**config.mk**
```make
export PLATFORM = sky130hd
export DESIGN_NAME = uart_modem_handshake
export DESIGN_NICKNAME = d
export VERILOG_FILES = /design/src/include/modem_hs_pkg.sv /design/src/design/reset_sync.sv /design/src/design/modem_port.sv /design/src/design/uart_modem_handshake.sv
export SDC_FILE = /design/constraint.sdc
export NUM_CORES = 1
export LEC_CHECK = 0
export BUFFER_PORTS_ARGS = -buffer_cell sky130_fd_sc_hd__buf_2
export CAP_MARGIN = 15
export CORE_MARGIN = 3
export CORE_UTILIZATION = 30
export CTS_CLUSTER_SIZE = 25
export DETAILED_ROUTE_END_ITERATION = 10
export PLACE_DENSITY_LB_ADDON = 0.12
export SKIP_LAST_GASP = 1
export SYNTH_ARGS = -nofsm -noshare
export SYNTH_HDL_FRONTEND = slang
export SYNTH_SLANG_ARGS = --single-unit
```
**constraint.sdc**
```tcl
create_clock -name clock -period 8.5 [get_ports clock]
set_input_delay 1.7 -clock clock [delete_from_list [all_inputs] [get_ports clock]]
set_output_delay 1.7 -clock clock [all_outputs]
set_load 0.03 [all_outputs]
```
**src/include/modem_hs_pkg.sv**
```systemverilog
`default_nettype none

package modem_hs_pkg;

  // register byte offsets on the 8-bit bus address
  localparam int ADDR_W = 8;
  localparam logic [7:0] OFS_P1_MODEM_CONTROL = 8'h00;
  localparam logic [7:0] OFS_P1_MODEM_STATUS = 8'h04;
  localparam logic [7:0] OFS_P1_INT_ENABLE = 8'h08;
  localparam logic [7:0] OFS_P2_MODEM_CONTROL = 8'h10;
  localparam logic [7:0] OFS_P2_MODEM_STATUS = 8'h14;
  localparam logic [7:0] OFS_P2_INT_ENABLE = 8'h18;
  localparam logic [7:0] OFS_INT_STATUS = 8'h20;
  localparam logic [7:0] OFS_INT_MASK = 8'h24;

  // modem control fields
  localparam int CTRL_TERMINAL_READY = 0;
  localparam int CTRL_REQUEST_SEND = 1;
  localparam int CTRL_LOOPBACK = 4;

  // interrupt enable field: modem status change
  localparam int IEN_MODEM_STATUS = 3;

  // modem status fields: deltas low nibble, inverted levels high nibble
  // pin order inside a nibble is {carrier, ring, set_ready, clear_send}
  localparam int STAT_DELTA_CLEAR_SEND = 0;
  localparam int STAT_DELTA_SET_READY = 1;
  localparam int STAT_DELTA_RING = 2;
  localparam int STAT_DELTA_CARRIER = 3;
  localparam int STAT_CLEAR_SEND = 4;
  localparam int STAT_SET_READY = 5;
  localparam int STAT_RING = 6;
  localparam int STAT_CARRIER = 7;

  // values after reset
  localparam logic [7:0] CTRL_RESET = 8'h00;
  localparam logic [7:0] IEN_RESET = 8'h00;
  localparam logic [1:0] INT_RESET = 2'h0;
  localparam logic [3:0] PINS_IDLE = 4'hF;
  localparam logic [3:0] DELTA_RESET = 4'h0;

  // bus responses
  localparam logic [1:0] RESP_OKAY = 2'h0;
  localparam logic [1:0] RESP_SLVERR = 2'h2;

  // shared by the read and the write path
  function automatic logic reg_mapped(input logic [7:0] addr);
    return (addr == OFS_P1_MODEM_CONTROL) || (addr == OFS_P1_MODEM_STATUS) ||
           (addr == OFS_P1_INT_ENABLE) || (addr == OFS_P2_MODEM_CONTROL) ||
           (addr == OFS_P2_MODEM_STATUS) || (addr == OFS_P2_INT_ENABLE) ||
           (addr == OFS_INT_STATUS) || (addr == OFS_INT_MASK);
  endfunction

endpackage

`default_nettype wire

```
**src/design/reset_sync.sv**
```systemverilog
`default_nettype none

module reset_sync (
  // clock and raw reset
  input wire logic clock,
  input wire logic reset_n,
  // released copy
  output logic rst_n
);

  logic stage_q;
  logic out_q;

  // asserts at once, releases after two edges so release is clean
  always_ff @(posedge clock or negedge reset_n)
  begin
    if (!reset_n)
    begin
      stage_q <= 1'b0;
      out_q <= 1'b0;
    end
    else
    begin
      stage_q <= 1'b1;
      out_q <= stage_q;
    end
  end

  assign rst_n = out_q;

endmodule // reset_sync

`default_nettype wire

```
**src/design/modem_port.sv**
```systemverilog
`default_nettype none

module modem_port
  import modem_hs_pkg::*;
(
  // clock and reset
  input wire logic clock,
  input wire logic rst_n,
  // software control
  input wire logic [7:0] modem_control,
  input wire logic status_read,
  // modem pins {carrier, ring, set_ready, clear_send}, active low
  input wire logic [3:0] pins_n,
  output logic terminal_ready_n,
  output logic request_send_n,
  // status to software
  output logic [7:0] modem_status,
  output logic change
);

  logic [3:0] pins_q, pins_d;
  logic [3:0] delta_q, delta_d;
  logic [3:0] rise;
  logic dtr_n_q, dtr_n_d;
  logic rts_n_q, rts_n_d;
  logic change_q, change_d;
  logic loop;

  // next state: pins sampled once, deltas sticky until a status read
  always_comb
  begin
    loop = modem_control[CTRL_LOOPBACK];
    pins_d = pins_n;
    rise = pins_n & ~pins_q;
    // a rise in the reading cycle survives the clear
    delta_d = (delta_q & ~{4{status_read}}) | rise;
    change_d = |(pins_n ^ pins_q);
    dtr_n_d = ~(modem_control[CTRL_TERMINAL_READY] & ~loop);
    rts_n_d = ~(modem_control[CTRL_REQUEST_SEND] & ~loop);
  end

  // handshake outputs idle high from reset onward
  always_ff @(posedge clock or negedge rst_n)
  begin
    if (!rst_n)
    begin
      pins_q <= PINS_IDLE;
      delta_q <= DELTA_RESET;
      dtr_n_q <= 1'b1;
      rts_n_q <= 1'b1;
      change_q <= 1'b0;
    end
    else
    begin
      pins_q <= pins_d;
      delta_q <= delta_d;
      dtr_n_q <= dtr_n_d;
      rts_n_q <= rts_n_d;
      change_q <= change_d;
    end
  end

  // levels read inverted so a one means the modem asserts the line
  assign modem_status = {~pins_q, delta_q};
  assign terminal_ready_n = dtr_n_q;
  assign request_send_n = rts_n_q;
  // clear to send only reports; no transmitter is gated by it
  assign change = change_q;
endmodule // modem_port

`default_nettype wire

```
**src/design/uart_modem_handshake.sv**
```systemverilog
// The register addresses and the AXI4-Lite slave port are this design's own decisions.
`default_nettype none

module uart_modem_handshake
  import modem_hs_pkg::*;
(
  // clock and reset
  input wire logic clock,
  input wire logic reset_n,
  // register bus write address
  input wire logic [7:0] awaddr,
  input wire logic [2:0] awprot,
  input wire logic awvalid,
  output logic awready,
  // register bus write data
  input wire logic [31:0] wdata,
  input wire logic [3:0] wstrb,
  input wire logic wvalid,
  output logic wready,
  // register bus write response
  output logic [1:0] bresp,
  output logic bvalid,
  input wire logic bready,
  // register bus read address
  input wire logic [7:0] araddr,
  input wire logic [2:0] arprot,
  input wire logic arvalid,
  output logic arready,
  // register bus read data
  output logic [31:0] rdata,
  output logic [1:0] rresp,
  output logic rvalid,
  input wire logic rready,
  // port 1 modem lines
  input wire logic port1_clear_send_n,
  input wire logic port1_set_ready_n,
  input wire logic port1_ring_indicate_n,
  input wire logic port1_carrier_detect_n,
  output logic port1_terminal_ready_n,
  output logic port1_request_send_n,
  // port 2 modem lines
  input wire logic port2_clear_send_n,
  input wire logic port2_set_ready_n,
  input wire logic port2_ring_indicate_n,
  input wire logic port2_carrier_detect_n,
  output logic port2_terminal_ready_n,
  output logic port2_request_send_n,
  // interrupt
  output logic irq
);

  logic rst_n;

  // write channel state
  logic aw_held_q, aw_held_d;
  logic w_held_q, w_held_d;
  logic [7:0] waddr_q, waddr_d;
  logic [31:0] wdata_q, wdata_d;
  logic wlane_q, wlane_d;
  logic bvalid_q, bvalid_d;
  logic [1:0] bresp_q, bresp_d;
  logic commit;
  logic wr_en;

  // read channel state
  logic rvalid_q, rvalid_d;
  logic [31:0] rdata_q, rdata_d;
  logic [1:0] rresp_q, rresp_d;
  logic ar_fire;

  // software registers
  logic [1:0][7:0] modem_control_q, modem_control_d;
  logic [1:0][7:0] int_enable_q, int_enable_d;
  logic [1:0] int_status_q, int_status_d;
  logic [1:0] int_mask_q, int_mask_d;
  logic [1:0] events;

  // port links
  logic [1:0] status_read;
  logic [1:0] change;
  logic [7:0] p1_status;
  logic [7:0] p2_status;

  // protection bits carry no meaning for this block
  logic unused_prot;
  assign unused_prot = ^{awprot, arprot, wstrb[3:1]};

  reset_sync u_reset_sync (
    .clock(clock),
    .reset_n(reset_n),
    .rst_n(rst_n)
  );

  // address and data taken in either order; held until the commit cycle
  assign awready = !aw_held_q && !bvalid_q;
  assign wready = !w_held_q && !bvalid_q;
  assign commit = aw_held_q && w_held_q && !bvalid_q;
  // registers are one byte wide, so only lane 0 writes them
  assign wr_en = commit && wlane_q;

  always_comb
  begin
    aw_held_d = aw_held_q;
    w_held_d = w_held_q;
    waddr_d = waddr_q;
    wdata_d = wdata_q;
    wlane_d = wlane_q;
    bvalid_d = bvalid_q;
    bresp_d = bresp_q;
    if (awvalid && awready)
    begin
      aw_held_d = 1'b1;
      waddr_d = awaddr;
    end
    if (wvalid && wready)
    begin
      w_held_d = 1'b1;
      wdata_d = wdata;
      wlane_d = wstrb[0];
    end
    if (commit)
    begin
      aw_held_d = 1'b0;
      w_held_d = 1'b0;
      bvalid_d = 1'b1;
      bresp_d = reg_mapped(waddr_q) ? RESP_OKAY : RESP_SLVERR;
    end
    else if (bvalid_q && bready)
    begin
      bvalid_d = 1'b0;
    end
  end

  always_ff @(posedge clock or negedge rst_n)
  begin
    if (!rst_n)
    begin
      aw_held_q <= 1'b0;
      w_held_q <= 1'b0;
      waddr_q <= 8'h00;
      wdata_q <= 32'h0000_0000;
      wlane_q <= 1'b0;
      bvalid_q <= 1'b0;
      bresp_q <= RESP_OKAY;
    end
    else
    begin
      aw_held_q <= aw_held_d;
      w_held_q <= w_held_d;
      waddr_q <= waddr_d;
      wdata_q <= wdata_d;
      wlane_q <= wlane_d;
      bvalid_q <= bvalid_d;
      bresp_q <= bresp_d;
    end
  end

  assign bvalid = bvalid_q;
  assign bresp = bresp_q;

  // a read of a status register is also the clear strobe of its deltas
  assign arready = !rvalid_q;
  assign ar_fire = arvalid && arready;
  assign status_read[0] = ar_fire && (araddr == OFS_P1_MODEM_STATUS);
  assign status_read[1] = ar_fire && (araddr == OFS_P2_MODEM_STATUS);

  always_comb
  begin
    rvalid_d = rvalid_q;
    rdata_d = rdata_q;
    rresp_d = rresp_q;
    if (ar_fire)
    begin
      rvalid_d = 1'b1;
      rresp_d = reg_mapped(araddr) ? RESP_OKAY : RESP_SLVERR;
      case (araddr)
        OFS_P1_MODEM_CONTROL: rdata_d = {24'h00_0000, modem_control_q[0]};
        OFS_P1_MODEM_STATUS: rdata_d = {24'h00_0000, p1_status};
        OFS_P1_INT_ENABLE: rdata_d = {24'h00_0000, int_enable_q[0]};
        OFS_P2_MODEM_CONTROL: rdata_d = {24'h00_0000, modem_control_q[1]};
        OFS_P2_MODEM_STATUS: rdata_d = {24'h00_0000, p2_status};
        OFS_P2_INT_ENABLE: rdata_d = {24'h00_0000, int_enable_q[1]};
        OFS_INT_STATUS: rdata_d = {30'h0000_0000, int_status_q};
        OFS_INT_MASK: rdata_d = {30'h0000_0000, int_mask_q};
        default: rdata_d = 32'h0000_0000;
      endcase
    end
    else if (rvalid_q && rready)
    begin
      rvalid_d = 1'b0;
    end
  end

  always_ff @(posedge clock or negedge rst_n)
  begin
    if (!rst_n)
    begin
      rvalid_q <= 1'b0;
      rdata_q <= 32'h0000_0000;
      rresp_q <= RESP_OKAY;
    end
    else
    begin
      rvalid_q <= rvalid_d;
      rdata_q <= rdata_d;
      rresp_q <= rresp_d;
    end
  end

  assign rvalid = rvalid_q;
  assign rdata = rdata_q;
  assign rresp = rresp_q;

  // software registers; an event in the clearing cycle stays pending
  always_comb
  begin
    modem_control_d = modem_control_q;
    int_enable_d = int_enable_q;
    int_mask_d = int_mask_q;
    int_status_d = int_status_q;
    events[0] = change[0] && int_enable_q[0][IEN_MODEM_STATUS];
    events[1] = change[1] && int_enable_q[1][IEN_MODEM_STATUS];
    if (wr_en)
    begin
      case (waddr_q)
        OFS_P1_MODEM_CONTROL: modem_control_d[0] = wdata_q[7:0];
        OFS_P1_INT_ENABLE: int_enable_d[0] = wdata_q[7:0];
        OFS_P2_MODEM_CONTROL: modem_control_d[1] = wdata_q[7:0];
        OFS_P2_INT_ENABLE: int_enable_d[1] = wdata_q[7:0];
        OFS_INT_STATUS: int_status_d = int_status_q & ~wdata_q[1:0];
        OFS_INT_MASK: int_mask_d = wdata_q[1:0];
        default: int_mask_d = int_mask_q;
      endcase
    end
    int_status_d = int_status_d | events;
  end

  always_ff @(posedge clock or negedge rst_n)
  begin
    if (!rst_n)
    begin
      modem_control_q <= {CTRL_RESET, CTRL_RESET};
      int_enable_q <= {IEN_RESET, IEN_RESET};
      int_mask_q <= INT_RESET;
      int_status_q <= INT_RESET;
    end
    else
    begin
      modem_control_q <= modem_control_d;
      int_enable_q <= int_enable_d;
      int_mask_q <= int_mask_d;
      int_status_q <= int_status_d;
    end
  end

  // level output, high while any unmasked pending bit stands
  assign irq = |(int_status_q & int_mask_q);

  modem_port u_port1 (
    .clock(clock),
    .rst_n(rst_n),
    .modem_control(modem_control_q[0]),
    .status_read(status_read[0]),
    .pins_n({port1_carrier_detect_n, port1_ring_indicate_n,
             port1_set_ready_n, port1_clear_send_n}),
    .terminal_ready_n(port1_terminal_ready_n),
    .request_send_n(port1_request_send_n),
    .modem_status(p1_status),
    .change(change[0])
  );

  // second port is the same logic with its own registers
  modem_port u_port2 (
    .clock(clock),
    .rst_n(rst_n),
    .modem_control(modem_control_q[1]),
    .status_read(status_read[1]),
    .pins_n({port2_carrier_detect_n, port2_ring_indicate_n,
             port2_set_ready_n, port2_clear_send_n}),
    .terminal_ready_n(port2_terminal_ready_n),
    .request_send_n(port2_request_send_n),
    .modem_status(p2_status),
    .change(change[1])
  );
endmodule // uart_modem_handshake

`default_nettype wire

```
==> flow_summary.json, run 1 <==
{
  "cts_tree": "yes",
  "start_util": 0.310,
  "worstSetupStartpointType": "input port",
  "p_seq_frac": 0.495,
  "power.share.combinational": 0.187,
  "port_buffers": 59,
  "grt_usage": 0.125,
  "die_area_sq_mm": 0.0153,
  "drive_gt1_frac": 0.380,
  "die_h_microns": 124,
  "clockBufferDepth": 2,
  "p_sw_mw": 0.361,
  "avgSynthCellArea_sq_um": 12.8,
  "synth_top_area_frac": 0.475,
  "power.internal_mw": 0.841,
  "ff_latch_area_sq_mm": 0.00230,
  "grt_pass1_vias": 2556,
  "detail_route.first_pass.iterations": 4,
  "synth_area_sq_mm": 0.00416,
  "drtAntennaViolNets": 0,
  "grt_overflow": 0,
  "synthTopCellsByArea": "dfrtp_1 (48%), mux2_2 (15%), dfstp_2 (7.6%), buf_4 (4.7%), mux2i_1 (2.9%)",
  "worst_slew_margin_rel": 0.581,
  "clock_latency_ns": 0.33,
  "wl_per_cell_microns": 16.2,
  "synth_top_area_cell": "dfrtp_1",
  "power_leakage_nw": 2.25,
  "layout_commonest_cell": "dfrtp_1",
  "antenna_found_initial": 0,
  "synthCells": 325,
  "synth.distinct_cells": 46,
  "cp.required_ns": 8.72,
  "setup_violations": 0,
  "yosysWarnings": 0,
  "placed_cell_area_sq_mm": 0.00456,
  "fin_area_sq_mm": 0.00484,
  "grt_pass1_wl_microns": 14300,
  "grt_max_degree": 46,
  "path_clk_slew_ns": 0.06,
  "slew_viol_final": 0,
  "gp_congestion": 0.749,
  "power.density_mw_per_mm2": 249,
  "path_class": "input port to register",
  "cts_made_buffers": 9,
  "fin_nets": 468,
  "fin_crit_sh": 0.365,
  "final_cell_count_no_fill": 568,
  "via_per_inst": 4.59,
  "status": "complete, no violations",
  "worst_clock_skew_ns": 0.00999,
  "dp_cells": 552,
  "rsz0062_at_grt": "no",
  "fin_tns_setup_ns": 0,
  "pwr-share-clk": 0.318,
  "n_fill_cell": 1379,
  "vias": 2605,
  "dpl.hpwl_microns": 6720,
  "cp-end-kind": "register",
  "rows": 42,
  "drcViolationCount": 0,
  "swShare": 0.300,
  "area_growth_pct": 16.4,
  "max_freq_mhz": 322,
  "hold_viol_final": 0,
  "maxCapViolations": 0,
  "core_area_sq_mm": 0.0134,
  "final_util": 0.361,
  "h-tree-depth": 3,
  "hold_class": "register to asynchronous set/reset pin",
  "yosysSeqAreaShare": 0.551,
  "wirelength_microns": 9220,
  "yosys_register_bits": 91,
  "tightest_slew_ns": 0.627,
  "pin_count": 119,
  "cts_root_buffer": "clkbuf_16",
  "n_antenna_cell": 0,
  "period_needed_ns": 3.10,
  "clkSinkCount": 91,
  "crit_fanout": 26,
  "peakVddDrop_mv": 0.167,
  "most-common-layout-cells": "dfrtp_1 (78), buf_2 (59), mux2_2 (55)",
  "cts_resized": 0,
  "worstPathArrival_ns": 3.33,
  "drt_iter0_drc": 138,
  "fp.dieW_microns": 124,
  "post-cts-setup-buffer-count": 0,
  "postCtsHoldBufs": 0,
  "multi_input_comb_area_sq_mm": 0.00168
}
worst max-delay path, cell delays in order:
cell	delay [ns]
buf_2	0.40
nor2b_1	0.59
and3_1	0.28
nand2_1	0.14
a21o_1	0.21
layer usage:
metal	global-route usage	wire length [microns]
met4	0.0353	112
met1	0.171	4280
met5	0	0
met2	0.194	4250
met3	0.0327	576
sequential cells by signal, indices dropped and copies added (netlist names), 2 cells and up:
| signal | flops |
|---|---|
| int_enable_q | 16 |
| int_mask_q | 2 |
| int_status_q | 2 |
| modem_control_q | 16 |
| rdata | 8 |
| u_port1.delta_q | 4 |
| u_port1.pins_q | 4 |
| u_port2.delta_q | 4 |
| u_port2.pins_q | 4 |
| waddr_q | 8 |
| wdata_q | 8 |
cell type report:
| cell class | instances | area share |
|---|---|---|
| tap | 176 | 0.0455 |
| timing repair buffer | 62 | 0.0657 |
| clock buffer | 13 | 0.0496 |
| multi-input combinational | 212 | 0.348 |
| sequential | 91 | 0.474 |
| inverter | 11 | 0.00853 |
| clock inverter | 3 | 0.00827 |
synth_stat cells, drive strengths merged:
| cell | n |
|---|---|
| a21o | 10 |
| mux2i | 12 |
| a22o | 1 |
| nand2 | 18 |
| nor3b | 2 |
| mux2 | 55 |
| a211oi | 1 |
| and3 | 1 |
| nor3 | 2 |
| a211o | 1 |
| nor2 | 5 |
| a222oi | 1 |
| or4 | 2 |
| dfstp | 12 |
| o211ai | 2 |
| and2 | 2 |
| nand2b | 5 |
| clkbuf | 8 |
| o21ai | 12 |
| nor2b | 6 |
| a221o | 2 |
| nand4b | 1 |
| a32oi | 1 |
| o2bb2ai | 8 |
| dfrtp | 79 |
| nand3b | 2 |
| buf | 28 |
| or4b | 1 |
| inv | 11 |
| o21a | 1 |
| o22ai | 2 |
| conb | 2 |
| a221oi | 2 |
| nor4b | 2 |
| a22oi | 6 |
| ha | 8 |
| a32o | 1 |
| nor4 | 2 |
| a21oi | 1 |
| nand3 | 2 |
| nand4 | 5 |
cell families (layout without fill, tap and decap cells):
logic type	Yosys count	count (layout)	synth area share
flops	91	91	0.551
mux	67	67	0.178
simple gates	58	58	0.0869
compound gates	52	52	0.0918
buf+inv	47	89	0.0665
fa+ha+maj	8	8	0.0241
other cells	2	27	0.00181
per-stage QoR:
step           hold WS [ns]  setup slack (ns)  power (mW)
5_1_grt               0.372              5.30        1.27
2_1_floorplan         0.331              5.54       0.763
6_report              0.345              5.40        1.20
4_1_cts               0.350              5.43        1.23
3_5_place_dp          0.335              5.06       0.835
3_3_place_gp          0.338              5.08       0.828
power groups by stage:
stage | Clock [mW] | Sequential [mW] | Combinational, mW
floorplan | 0 | 0.591 | 0.172
global placement | 0 | 0.603 | 0.225
detailed placement | 0 | 0.606 | 0.229
CTS | 0.398 | 0.598 | 0.230
global route | 0.416 | 0.609 | 0.249
finish | 0.383 | 0.595 | 0.225
final timing paths:
check                      depth (start not counted)  slack [ns]                  to                 start
max                                                5        5.40  u_port2.delta_q[0]             araddr[2]
min reg2reg                                        0        0.34            w_held_q    u_reset_sync.rst_n
min                                                0        0.34            w_held_q    u_reset_sync.rst_n
max in group asynchronous                          1        7.12          waddr_q[1]    u_reset_sync.rst_n
max reg2reg                                        4        6.45  modem_control_q[3]                bvalid
min in group clock                                 0        0.35  u_reset_sync.rst_n  u_reset_sync.stage_q
(Power assumes the default switching activity.)
==> run 2: changes to the inputs <==
- clock period: 8.5 -> 3.1 ns (I/O delays scaled with it)
==> run 2 against run 1 <==
  * Sequential share of layout area down 0.45 points
  * Critical path type is now register to register
  * Power increased to 2.7 times the previous value
  * Clock power rose to 2.7 times the previous value
  * Die area unchanged
  * Count of clock-buffer cells in the layout grew 1
  * Wire length rose by 1.5%
  * Worst setup slack got worse by 4.4 ns
  * Final cell count up 0.53%
  * Largest cell class unchanged
  * Register-to-register slack got worse by 5.4 ns
  * Via count is 0.81% higher
  * Hold slack lost 0.30 ns
  * Critical endpoint is now modem_control_q[3]
==> flow_summary.json, run 2 (synthesized netlist as in run 1, its figures left out) <==
{
  "power_leakage_nw": 2.27,
  "fp.dieW_microns": 124,
  "hold_class": "input port to asynchronous set/reset pin",
  "swShare": 0.304,
  "fin_crit_sh": 0.670,
  "port_buffers": 59,
  "peakVddDrop_mv": 0.433,
  "period_needed_ns": 2.08,
  "fin_tns_setup_ns": 0,
  "p_total_mw": 3.30,
  "drcViolationCount": 0,
  "grt_overflow": 0,
  "path_class": "register to register",
  "power.internal_mw": 2.30,
  "grt_max_degree": 87,
  "clock_latency_ns": 0.34,
  "rows": 42,
  "pin_count": 119,
  "p_sw_mw": 1.00,
  "power.density_mw_per_mm2": 675,
  "gp_congestion": 0.751,
  "worstSetupStartpointType": "register",
  "via_per_inst": 4.60,
  "cp.required_ns": 3.32,
  "drt_iter0_drc": 164,
  "cts_tree": "yes",
  "wirelength_microns": 9350,
  "clockBufferDepth": 2,
  "area_growth_pct": 17.5,
  "die_h_microns": 124,
  "h-tree-depth": 3,
  "grt_usage": 0.129,
  "power.share.combinational": 0.189,
  "path_cells": "nand3b_1, nor4b_1, nand2_2, mux2_2",
  "crit_buf_inv": 0,
  "start_util": 0.310,
  "dpl.hpwl_microns": 6610,
  "cts_made_buffers": 9,
  "max_freq_mhz": 482,
  "maxCapViolations": 0,
  "grt_pass1_vias": 2584,
  "hold_viol_final": 0,
  "setup_violations": 0,
  "rsz0062_at_grt": "no",
  "status": "complete, no violations",
  "post-cts-setup-buffer-count": 0,
  "slew_viol_final": 0,
  "crit_fanout": 8,
  "cts_root_buffer": "clkbuf_16",
  "drtAntennaViolNets": 0,
  "final_util": 0.365,
  "worst_clock_skew_ns": 0.00546,
  "pwr-share-clk": 0.318,
  "antenna_found_initial": 0,
  "p_seq_frac": 0.493,
  "tightest_slew_ns": 0.592,
  "core_area_sq_mm": 0.0134,
  "fin_nets": 471,
  "worst_slew_margin_rel": 0.600,
  "n_antenna_cell": 0,
  "die_area_sq_mm": 0.0153,
  "detail_route.first_pass.iterations": 4,
  "drive_gt1_frac": 0.390,
  "vias": 2626,
  "grt_pass1_wl_microns": 14500,
  "slowest_delay_ns": 0.56,
  "crit_slowest_cell": "nor4b_1",
  "layout_commonest_cell": "dfrtp_1",
  "cts_resized": 0,
  "most-common-layout-cells": "dfrtp_1 (78), buf_2 (59), mux2_2 (55)",
  "wl_per_cell_microns": 16.4,
  "path_clk_slew_ns": 0.06,
  "postCtsHoldBufs": 0,
  "clkSinkCount": 91,
  "worstPathArrival_ns": 2.30,
  "reg.largest.list": "int_enable_q (16), modem_control_q (16)",
  "cp-end-kind": "register",
  "worst_path_dominant_cell_family": "simple AND/OR/NAND/NOR gates"
}
run 2: worst paths after layout:
| kind | start | endpoint | slack (ns) | cells after the start |
|---|---|---|---|---|
| worst max-delay path | bvalid | modem_control_q[3] | 1.02 | 4 |
| worst min-delay path | reset_n | u_reset_sync.rst_n | 0.05 | 1 |
| worst max register to register | bvalid | modem_control_q[3] | 1.02 | 4 |
| worst min register to register | u_reset_sync.rst_n | aw_held_q | 0.31 | 0 |
| max in group asynchronous | u_reset_sync.rst_n | u_port1.pins_q[0] | 2.12 | 1 |
| min in group clock | u_reset_sync.stage_q | u_reset_sync.rst_n | 0.36 | 0 |
run 2: layout make-up:
class | count | area (sq um)
Clock buffer | 14 | 274
Inverter | 11 | 41.3
Fill cell | 1367 | 8510
Multi-Input combinational cell | 212 | 1680
Timing Repair Buffer | 65 | 360
Sequential cell | 91 | 2300
Clock inverter | 2 | 10.0
Tap cell | 176 | 220
run 2: power by group through the flow:
stage | combinational, mW | clock (mW) | sequential (mW)
floorplan | 0.471 | 0 | 1.62
global placement | 0.609 | 0 | 1.66
detailed placement | 0.618 | 0 | 1.67
CTS | 0.620 | 1.08 | 1.65
global route | 0.690 | 1.14 | 1.67
finish | 0.625 | 1.05 | 1.63
run 2: layer usage:
layer,part of all wire,global-route usage
met1,0.46,0.173
met2,0.46,0.198
met3,0.061,0.0445
met4,0.010,0.0353
met5,0,0
run 2: metrics by stage:
stage	setup slack [ns]	hold slack (ns)	area, sq um	instances
finish	1.02	0.0464	4890	571
global route	0.783	0.0301	4890	571
CTS	0.980	0.0301	4860	570
detailed placement	0.847	0.337	4570	554
global placement	0.839	0.341	4570	554
floorplan	0.399	0.324	4250	350
==> run 3: changes to the inputs <==
- clock period: 3.1 -> 1.8 ns (I/O delays scaled with it)
==> run 3 against run 2 <==
  * Global-route usage rose by 0.059 points
  * Sequential power rose by 72%
  * Die area did not move
  * Sequential share of layout area fell by 2.2 points
  * Count of clock-buffer cells in the layout fell by 2
  * Highest routed layer unchanged
  * Largest power group unchanged
  * Critical path type unchanged
  * Fmax rose by 21%
  * Via count rose by 2.2%
==> flow_summary.json, run 3 (synthesized netlist as in run 1, its figures left out) <==
{
  "status": "complete, no violations",
  "core_area_sq_mm": 0.0134,
  "layout_commonest_cell": "dfrtp_1",
  "most-common-layout-cells": "dfrtp_1 (78), buf_2 (59), mux2_2 (55)",
  "path_cells": "nor4_4, nor3b_4, buf_6, nand3_2, buf_4, mux2_2",
  "maxCapViolations": 0,
  "cts_root_buffer": "clkbuf_16",
  "cp.required_ns": 2.02,
  "ff2ff_path_depth": 6,
  "min_path_cells": 1,
  "clock_latency_ns": 0.34,
  "clockBufferDepth": 2,
  "power.density_mw_per_mm2": 1180,
  "rrSetupSlack_ns": 0.09,
  "grt_usage": 0.129,
  "path_clk_slew_ns": 0.06,
  "rows": 42,
  "worst_path_dominant_cell_family": "simple AND/OR/NAND/NOR gates",
  "dp_cells": 569,
  "port_buffers": 59,
  "pin_count": 119,
  "slew_viol_final": 0,
  "hold_class": "input port to register",
  "vias": 2683,
  "drive_gt1_frac": 0.421,
  "worst_clock_skew_ns": 0.00717,
  "preCtsSetupSlack_ns": 0.0336,
  "cp-end-kind": "register",
  "clkSinkCount": 91,
  "peakVddDrop_mv": 1.09,
  "cts_made_buffers": 9,
  "crit_slowest_cell": "dfrtp_1",
  "period_needed_ns": 1.71,
  "crit_fanout": 8,
  "drtAntennaViolNets": 0,
  "dpl.hpwl_microns": 6920,
  "drcViolationCount": 0,
  "worstSetupStartpointType": "register",
  "worst_slack_ns": 0.0908,
  "final_util": 0.382,
  "grt_max_degree": 34,
  "cts_tree": "yes",
  "min_to": "u_port1.pins_q[2]",
  "fp.dieW_microns": 124,
  "wl_per_cell_microns": 15.8,
  "die_area_sq_mm": 0.0153,
  "start_util": 0.310,
  "slowest_delay_ns": 0.40,
  "wirelength_microns": 9250,
  "rsz0062_at_grt": "no",
  "via_per_inst": 4.57,
  "grt_overflow": 0,
  "area_growth_pct": 23.2,
  "power_leakage_nw": 2.43,
  "detail_route.first_pass.iterations": 4,
  "path_class": "register to register",
  "hold_viol_final": 0,
  "gp_congestion": 0.758,
  "antenna_found_initial": 0,
  "grt_pass1_vias": 2616,
  "fin_nets": 487,
  "r2r-start": "waddr_q[1]",
  "critPathLaunch": "waddr_q[1]",
  "grt_pass1_wl_microns": 14600,
  "die_h_microns": 124,
  "max_freq_mhz": 585,
  "setup_violations": 0,
  "reg2reg_to": "int_enable_q[12]",
  "fin_crit_sh": 0.950,
  "hp-start": "port1_ring_indicate_n",
  "crit_buf_inv": 2,
  "final_cell_count_no_fill": 587,
  "drt_iter0_drc": 117,
  "reg.largest.list": "int_enable_q (16), modem_control_q (16)",
  "n_antenna_cell": 0,
  "worstPathArrival_ns": 1.93,
  "h-tree-depth": 3
}
-- run 3: changes by cell type in the layout (fill, tap and decap cells not counted), sizes merged --
cell         before  now
buf              65   80
bufinv            0    2
clkbuf           14   12
clkinv            2    1
clkinvlp          0    1
dlygate4sd3       0    1
-- run 3: final cells by class --
cell class | count | area [sq um]
flip-flops and latches | 91 | 2300
repair buffers | 81 | 520
clock buffers | 12 | 256
clock inverters | 4 | 72.6
inverters | 11 | 41.3
well taps | 176 | 220
fillers | 1346 | 8280
multi-input cells | 212 | 1720
-- run 3: how the worst max path moves through the flow --
stage / end / slack [ns] / cells after the start
floorplan: wdata_q[0] / -0.04 / 4
global placement: rdata[1] / 0.04 / 5
detailed placement: rdata[1] / 0.03 / 5
CTS: modem_control_q[4] / 0.03 / 4
global route: int_enable_q[15] / 0.01 / 6
finish: int_enable_q[12] / 0.09 / 6
-- run 3: where the power goes --
part	internal [mW]	switching (mW)
clock	1.29	0.749
combinational	0.593	0.616
sequential	2.40	0.394
total	4.29	1.76
-- run 3: metrics by stage --
| step | setup TNS (ns) | power, mW | hold slack, ns | area [sq um] |
|---|---|---|---|---|
| CTS | 0 | 6.14 | 0.111 | 5090 |
| detailed placement | 0 | 4.05 | 0.148 | 4750 |
| floorplan | -0.385 | 3.62 | 0.0644 | 4270 |
| global placement | 0 | 4.02 | 0.145 | 4750 |
| finish | 0 | 6.05 | 0.129 | 5120 |
| global route | 0 | 6.43 | 0.108 | 5120 |
-- run 3: metal layers --
metal,vias up,global-route usage,share of wire
met5,-,0,0
met4,0,0.0394,0.016
met3,13,0.0436,0.066
met2,89,0.201,0.46
met1,1301,0.171,0.46
li1,1280,-,-
-- run 3: what timing repair did --
| action | CTS | global route |
|---|---|---|
| resized for setup | 0 | 5 |
| buffers inserted | 0 | 1 |
| hold buffers | 1 | 0 |
| hold endpoints to repair | 2 | 0 |
| endpoints found under the setup margin | 0 | 32 |
